===== src/rtl/bac_pkg.sv =====
// Shared constants, types and field decode for the boost and gain config bank
package bac_pkg;

  // Register bus widths
  localparam int BAC_AW = 8;
  localparam int BAC_DW = 8;

  // Register addresses
  localparam logic [7:0] BAC_BOOST_OFS = 8'h6a;
  localparam logic [7:0] BAC_CFGA_OFS = 8'h6b;
  localparam logic [7:0] BAC_CFGB_OFS = 8'h6c;
  localparam logic [7:0] BAC_AGC_OFS = 8'h70;

  // Reset values
  localparam logic [7:0] BAC_BOOST_RST = 8'h00;
  localparam logic [7:0] BAC_CFGA_RST = 8'h01;
  localparam logic [7:0] BAC_CFGB_RST = 8'h48;
  localparam logic [7:0] BAC_AGC_RST = 8'he7;

  // Storable bits; read-only reserved bits are masked off and read zero
  localparam logic [7:0] BAC_BOOST_WMASK = 8'hf8;
  localparam logic [7:0] BAC_CFGA_WMASK = 8'h3f;
  localparam logic [7:0] BAC_CFGB_WMASK = 8'hfc;
  localparam logic [7:0] BAC_AGC_WMASK = 8'hff;

  // Field positions
  localparam int BAC_BYPASS_BIT = 7;
  localparam int BAC_DECI_LSB = 4;
  localparam int BAC_SUM_LSB = 2;
  localparam int BAC_HPF_LSB = 0;
  localparam int BAC_VOLSH_BIT = 7;
  localparam int BAC_BIQ_LSB = 5;
  localparam int BAC_NOSOFT_BIT = 4;
  localparam int BAC_MASTER_BIT = 3;
  localparam int BAC_TGT_LSB = 4;
  localparam int BAC_CEIL_LSB = 0;

  // Level and gain scales in dB
  localparam int BAC_TGT_BASE_DB = 6;
  localparam int BAC_TGT_STEP_DB = 2;
  localparam int BAC_CEIL_BASE_DB = 3;
  localparam int BAC_CEIL_STEP_DB = 3;
  localparam logic [3:0] BAC_CEIL_MAX_CODE = 4'hd;

  // Decimation response codes
  typedef enum logic [1:0] {
    BAC_DECI_LINEAR = 2'h0,
    BAC_DECI_LOW_LAT = 2'h1,
    BAC_DECI_ULTRA_LAT = 2'h2,
    BAC_DECI_BAD = 2'h3
  } bac_deci_e;

  // Channel summation codes
  localparam logic [1:0] BAC_SUM_OFF = 2'h0;
  localparam logic [1:0] BAC_SUM_AVG = 2'h1;

  // High-pass choices
  typedef enum logic [1:0] {
    BAC_HPF_PROG = 2'h0,
    BAC_HPF_FS_0P00025 = 2'h1,
    BAC_HPF_FS_0P002 = 2'h2,
    BAC_HPF_FS_0P008 = 2'h3
  } bac_hpf_e;

  // Decoded configuration as seen by the datapaths
  typedef struct packed {
    logic boost_bypass;
    bac_deci_e decimation_response_sel;
    logic channel_average_mode;
    bac_hpf_e highpass_choice;
    logic highpass_programmable;
    logic volume_shared;
    logic [1:0] biquad_count;
    logic soft_step_on;
    logic auto_gain_master;
    logic [3:0] auto_gain_target;
    logic [5:0] target_atten_db;
    logic [3:0] auto_gain_ceiling;
    logic [5:0] ceiling_db;
  } bac_out_s;

  // Register state of the bank
  typedef struct packed {
    logic [7:0] boost;
    logic [7:0] cfga;
    logic [7:0] cfgb;
    logic [7:0] agc;
    logic [7:0] rdata;
    logic rvalid;
    logic hit;
  } bac_regs_s;

  // Turns raw register bytes into datapath controls
  function automatic bac_out_s bac_decode_f(logic [7:0] boost,
      logic [7:0] cfga, logic [7:0] cfgb, logic [7:0] agc);
    bac_out_s o;
    logic [3:0] ceil;
    o.boost_bypass = boost[BAC_BYPASS_BIT];
    o.decimation_response_sel = bac_deci_e'(cfga[BAC_DECI_LSB +: 2]);
    o.channel_average_mode = (cfga[BAC_SUM_LSB +: 2] == BAC_SUM_AVG);
    o.highpass_choice = bac_hpf_e'(cfga[BAC_HPF_LSB +: 2]);
    o.highpass_programmable = (cfga[BAC_HPF_LSB +: 2] == BAC_HPF_PROG);
    o.volume_shared = cfgb[BAC_VOLSH_BIT];
    o.biquad_count = cfgb[BAC_BIQ_LSB +: 2];
    o.soft_step_on = !cfgb[BAC_NOSOFT_BIT];
    o.auto_gain_master = cfgb[BAC_MASTER_BIT];
    o.auto_gain_target = agc[BAC_TGT_LSB +: 4];
    o.target_atten_db = 6'(BAC_TGT_BASE_DB
        + BAC_TGT_STEP_DB * int'(agc[BAC_TGT_LSB +: 4]));
    o.auto_gain_ceiling = agc[BAC_CEIL_LSB +: 4];
    // Reserved codes are clamped in ceiling_db so it never runs past the top step; auto_gain_ceiling keeps the raw code
    ceil = (agc[BAC_CEIL_LSB +: 4] > BAC_CEIL_MAX_CODE) ?
        BAC_CEIL_MAX_CODE : agc[BAC_CEIL_LSB +: 4];
    o.ceiling_db = 6'(BAC_CEIL_BASE_DB + BAC_CEIL_STEP_DB * int'(ceil));
    return o;
  endfunction

endpackage


===== src/rtl/bac_cfg_if.sv =====
// Raw register bytes passed from the bank to its decoder
`timescale 1ns/1ns
interface bac_cfg_if;
  logic [7:0] boost;
  logic [7:0] cfga;
  logic [7:0] cfgb;
  logic [7:0] agc;
  modport src (output boost, output cfga, output cfgb, output agc);
  modport dst (input boost, input cfga, input cfgb, input agc);
endinterface


===== src/rtl/bac_cfg_decode.sv =====
// Registered decode of the raw config bytes into datapath controls
`timescale 1ns/1ns
module bac_cfg_decode
  import bac_pkg::*;
(
  // Clock and reset
  input wire logic clk,
  input wire logic arst_n,
  // Raw registers
  bac_cfg_if.dst cfg,
  // Decoded controls
  output bac_out_s ctl
);

  // Reset image matches the decode of the register reset values
  localparam bac_out_s BAC_OUT_RST =
      bac_decode_f(BAC_BOOST_RST, BAC_CFGA_RST, BAC_CFGB_RST, BAC_AGC_RST);

  bac_out_s q;
  bac_out_s d;

  // One cycle of decode so every control leaves from a flop
  always_comb begin
    d = bac_decode_f(cfg.boost, cfg.cfga, cfg.cfgb, cfg.agc);
  end

  always_ff @(posedge clk or negedge arst_n) begin
    if (!arst_n) begin
      q <= BAC_OUT_RST;
    end else begin
      q <= d;
    end
  end

  assign ctl = q;

endmodule


===== src/rtl/bac_cfg_regs.sv =====
// Boost, filter, volume and gain-control configuration register bank
`timescale 1ns/1ns
module bac_cfg_regs
  import bac_pkg::*;
(
  // Clock and reset
  input wire logic clk,
  input wire logic arst_n,
  // Decoded register access from the control port
  input wire logic [BAC_AW-1:0] reg_addr,
  input wire logic reg_wr,
  input wire logic [BAC_DW-1:0] reg_wdata,
  input wire logic reg_rd,
  output logic [BAC_DW-1:0] reg_rdata,
  output logic reg_rvalid,
  output logic reg_hit,
  // Converter and filter controls
  output logic boost_bypass,
  output bac_deci_e decimation_response_sel,
  output logic channel_average_mode,
  output bac_hpf_e highpass_choice,
  output logic highpass_programmable,
  // Volume and biquad controls
  output logic volume_shared,
  output logic [1:0] biquad_count,
  output logic soft_step_on,
  // Automatic gain controls
  output logic auto_gain_master,
  output logic [3:0] auto_gain_target,
  output logic [5:0] target_atten_db,
  output logic [3:0] auto_gain_ceiling,
  output logic [5:0] ceiling_db
);

  bac_regs_s q;
  bac_regs_s d;
  bac_out_s ctl;
  logic [7:0] rd_mux;
  logic rd_known;

  bac_cfg_if cfg_bus ();

  // Read mux sees the stored value, so a same-cycle write reads old data
  always_comb begin
    rd_mux = 8'h00;
    rd_known = 1'b1;
    unique case (reg_addr)
      BAC_BOOST_OFS: rd_mux = q.boost;
      BAC_CFGA_OFS: rd_mux = q.cfga;
      BAC_CFGB_OFS: rd_mux = q.cfgb;
      BAC_AGC_OFS: rd_mux = q.agc;
      default: rd_known = 1'b0;
    endcase
  end

  // Next state of the bank
  always_comb begin
    d = q;
    d.rvalid = reg_rd;
    d.hit = reg_rd && rd_known;
    d.rdata = reg_rd ? rd_mux : 8'h00;
    if (reg_wr) begin
      // Read-only reserved bits are never stored, so they read zero
      unique case (reg_addr)
        BAC_BOOST_OFS: d.boost = reg_wdata & BAC_BOOST_WMASK;
        BAC_CFGA_OFS: d.cfga = reg_wdata & BAC_CFGA_WMASK;
        BAC_CFGB_OFS: d.cfgb = reg_wdata & BAC_CFGB_WMASK;
        BAC_AGC_OFS: d.agc = reg_wdata & BAC_AGC_WMASK;
        default: d.boost = q.boost; // Unmapped writes are dropped
      endcase
    end
  end

  // Bank registers, reset to the documented field values
  always_ff @(posedge clk or negedge arst_n) begin
    if (!arst_n) begin
      q.boost <= BAC_BOOST_RST;
      q.cfga <= BAC_CFGA_RST;
      q.cfgb <= BAC_CFGB_RST;
      q.agc <= BAC_AGC_RST;
      q.rdata <= 8'h00;
      q.rvalid <= 1'b0;
      q.hit <= 1'b0;
    end else begin
      q <= d;
    end
  end

  // Raw bytes to the decoder
  assign cfg_bus.boost = q.boost;
  assign cfg_bus.cfga = q.cfga;
  assign cfg_bus.cfgb = q.cfgb;
  assign cfg_bus.agc = q.agc;

  bac_cfg_decode u_decode (
    .clk(clk),
    .arst_n(arst_n),
    .cfg(cfg_bus.dst),
    .ctl(ctl)
  );

  // Register read answer
  assign reg_rdata = q.rdata;
  assign reg_rvalid = q.rvalid;
  assign reg_hit = q.hit;

  // Decoded controls, each from a decoder flop
  assign boost_bypass = ctl.boost_bypass;
  assign decimation_response_sel = ctl.decimation_response_sel;
  assign channel_average_mode = ctl.channel_average_mode;
  assign highpass_choice = ctl.highpass_choice;
  assign highpass_programmable = ctl.highpass_programmable;
  assign volume_shared = ctl.volume_shared;
  assign biquad_count = ctl.biquad_count;
  assign soft_step_on = ctl.soft_step_on;
  assign auto_gain_master = ctl.auto_gain_master;
  assign auto_gain_target = ctl.auto_gain_target;
  assign target_atten_db = ctl.target_atten_db;
  assign auto_gain_ceiling = ctl.auto_gain_ceiling;
  assign ceiling_db = ctl.ceiling_db;
endmodule


===== config.mk =====
export PLATFORM = sky130hd
export DESIGN_NAME = bac_cfg_regs
export DESIGN_NICKNAME = d
export VERILOG_FILES = /design/src/rtl/bac_pkg.sv /design/src/rtl/bac_cfg_if.sv /design/src/rtl/bac_cfg_decode.sv /design/src/rtl/bac_cfg_regs.sv
export SDC_FILE = /design/constraint.sdc
export NUM_CORES = 1
export LEC_CHECK = 0
export BUFFER_PORTS_ARGS = -buffer_cell sky130_fd_sc_hd__buf_4
export CAP_MARGIN = 20
export CORE_ASPECT_RATIO = 0.8
export CORE_MARGIN = 5
export CORE_UTILIZATION = 40
export DETAILED_ROUTE_END_ITERATION = 6
export SYNTH_ARGS = -nofsm -noshare
export SYNTH_HDL_FRONTEND = slang
export SYNTH_SLANG_ARGS = --single-unit

===== constraint.sdc =====
create_clock -name clk -period 3.8 [get_ports clk]
set_input_delay 0.19 -clock clk [delete_from_list [all_inputs] [get_ports clk]]
set_output_delay 0.19 -clock clk [all_outputs]
set_load 0.05 [all_outputs]

==> impl_metrics.ini <==
[synthesis]
synth.yosys.seq_area_share = 0.660
ys_async_sr_fraction = 1.00
synth_flop_cell = dfrtp_1
synth_xor_area_frac = 0.0172
syn_avg_cell_area_um2 = 14.7
syn_inst = 173
synth_compound_area_frac = 0.0619
synth_area_mm2 = 0.00254
synthesis.nets = 199
yosys.area_share.simple = 0.0836
synthMuxAreaShare = 0.123
synth_top_family_by_area = multiplexers
netlist-cell-type-count = 37
synth-edff-count = 0
synth_fa_ha_area_frac = 0.0295
yosysWarnings = 0
ys_ff_latch = 66

[sta]
fmax_mhz = 516
worst_slack_ps = 1860
fin_crit_ps = 1940
hold_viol_final = 0
setup_viol = 0
finalMaxSlewViolations = 0
rsz0062_at_grt = no
post-route-period-util = 0.510
worst_pin_slew_ps = 851
tns_ps = 0
relSlewSlack = 0.428
fin_skew_ps = 5.44

[clocking]
clock-sinks = 66
root_buffer = clkbuf_8
cts-buffers-inserted = 9
ctsResizeCount = 0
clk_latency_ps = 340
clk_path_buf_depth = 2
tritoncts = done
cts_setup_buffers = 0
clk_pin_slew_ps = 70
ctsHtreeMaxLevel = 3
hold_buffers = 2

[floorplanning]
num_io_pins = 62
fp.dieH_um = 81.3
die-width_um = 99.2
initial_core_util = 0.405
die_area_mm2 = 0.00807
coreArea_mm2 = 0.00628
placementRows = 26

[run]
cap_violations = 0

[critical_path]
r2r_slack_ps = 1930
max_stage_delay_ps = 770
r2r-end = u_decode.ctl[4]
cp-endpoint = cfg_bus.cfga[5]
path_cells = buf_4 -> nand4bb_1 -> nor4_1 -> nand2_1 -> mux2_2
cp-end-kind = register
critical_path.max_fanout = 6
start_kind = input pin
startpoint = reg_addr[7]
path_class = input pin to register
crit_arrival_ps = 2160
rr_worst_depth = 8
worstReg2RegStart = cfg_bus.agc[2]
cp_slowest_cell = nor4_1
worstPathRequired_ps = 4030

[placement]
placement.io_buffers = 60
hpwl_um = 3630
pre_cts_slack_ps = 1560
gp_congestion = 0.723

[route]
drt_first_iter_violations = 61
drc = 0
dr_total_vias = 1569
via_per_inst = 4.73
wl_um = 5230
first_pass_iters = 4
avgRoutedWirePerCell_um = 15.7
postRouteAntennaNets = 0

[final_layout]
drive_above_1_share = 0.540
insertedDiodeCount = 0
multi_input_area_um2 = 806
areaGrowthSynthToFinish_pct = 30.4
layout.nets = 269
seq_area_mm2 = 0.00168
fillers = 547

[power_and_ir_drop]
power_frac_clock = 0.411
switching_share = 0.262
sequentialPowerShare = 0.478
power_switching_w = 0.000417
powerDensity_mw_per_mm2 = 481
p_comb_frac = 0.110
ir_drop_uv = 247
internal-power_w = 0.00118
leakage_nw = 1.58

[run_status]
outcome = finished clean

[global_route]
antenna_found_initial = 0
grt_pass1_wl_um = 8600
grt_usage = 0.141
grt_pass1_vias = 1592
grt.overflow.total = 0
grt_max_degree = 67

[worst_hold_path]
hold_class = input pin to register
worst max-delay path, delay by kind of cell:
| family | cells | cell delay, ps |
|---|---|---|
| mux | 1 | 370 |
| buf+inv | 1 | 110 |
| simple gates | 3 | 1490 |
worst min path at each step:
stage	cells past startpoint	slack (ps)	to	startpoint
floorplan	0	-110	cfg_bus.agc[3]	arst_n
global placement	1	330	reg_rvalid	reg_rd
finish	2	90	cfg_bus.agc[0]	reg_wdata[0]
global route	2	70	cfg_bus.agc[0]	reg_wdata[0]
detailed placement	1	330	reg_rvalid	reg_rd
CTS	2	70	cfg_bus.agc[0]	reg_wdata[0]
final cells by class:
| class | instances | share of cell area |
|---|---|---|
| repair buffers | 62 | 0.142 |
| flip-flops and latches | 66 | 0.506 |
| multi-input cells | 96 | 0.243 |
| inverters | 8 | 0.00905 |
| clock buffers | 9 | 0.0373 |
| well taps | 84 | 0.0317 |
| clock inverters | 7 | 0.0309 |
metrics by stage:
stage | std cells | util | hold slack [ps] | total power [W] | cell area (µm²)
floorplan | 173 | - | -106 | 0.000879 | 2540
global placement | 314 | 0.489 | 327 | 0.000952 | 3070
detailed placement | 314 | 0.489 | 328 | 0.000952 | 3070
CTS | 332 | 0.528 | 72.8 | 0.00162 | 3320
global route | 332 | 0.528 | 68.5 | 0.00167 | 3320
finish | 332 | 0.528 | 87.7 | 0.00160 | 3320
registers in the layout, indices dropped and copies added (netlist names):
signal and count:
u_decode.ctl 31, cfg_bus.agc 8, reg_rdata 8, cfg_bus.cfga 6, cfg_bus.cfgb 6, cfg_bus.boost 5, reg_hit 1, reg_rvalid 1
synth_stat cells, types with 3 or more instances:
| master | instances | share of area |
|---|---|---|
| nor2_1 | 6 | 0.0088 |
| a21oi_1 | 6 | 0.012 |
| a22oi_1 | 5 | 0.015 |
| o21ai_0 | 3 | 0.0059 |
| dfstp_2 | 23 | 0.24 |
| mux2_2 | 26 | 0.12 |
| inv_1 | 8 | 0.012 |
| xnor2_1 | 5 | 0.017 |
| dfrtp_1 | 43 | 0.42 |
| nand2_1 | 9 | 0.013 |
| ha_1 | 6 | 0.029 |
cell usage in the layout, fill, tap and decap left out, types with 2 or more instances in the layout:
cell type / n
or2_2: 2
ha_1: 6
buf_4: 60
mux2_2: 26
nor4_1: 2
mux2i_1: 2
o21ai_0: 3
dfstp_2: 23
clkinv_4: 3
nor2_1: 6
a222oi_1: 2
nand2_1: 9
clkbuf_8: 9
bufinv_16: 2
or3_1: 2
nand2b_1: 2
dfrtp_1: 43
a21oi_1: 6
a22oi_1: 5
xnor2_1: 5
inv_1: 8
dlygate4sd3_1: 2
nand3b_1: 2
power by group through the flow:
stage / clock network, W / registers [W] / logic, W
after floorplan: 0 / 0.000839 / 0.0000398
after global placement: 0 / 0.000776 / 0.000176
after detailed placement: 0 / 0.000776 / 0.000177
after CTS: 0.000675 / 0.000763 / 0.000179
after global routing: 0.000712 / 0.000767 / 0.000188
final: 0.000656 / 0.000763 / 0.000176
routing by layer:
metal | wire length, µm | up-vias | global-route usage
met5 | 0 | - | 0
met1 | 2500 | 778 | 0.196
met2 | 2360 | 36 | 0.198
li1 | - | 746 | -
met4 | 65 | 0 | 0.0409
met3 | 295 | 9 | 0.0635
logic make-up (layout without fill, tap and decap cells):
group	Yosys count	in the layout
adder cells (fa/ha/maj)	6	6
AND/OR/NAND/NOR	33	33
other	1	1
flip-flops	66	66
XOR/XNOR	5	5
AO/OA/AOI/OAI	23	23
buffers and inverters	11	86
multiplexers	28	28
Power figures use the tool's default switching activity.
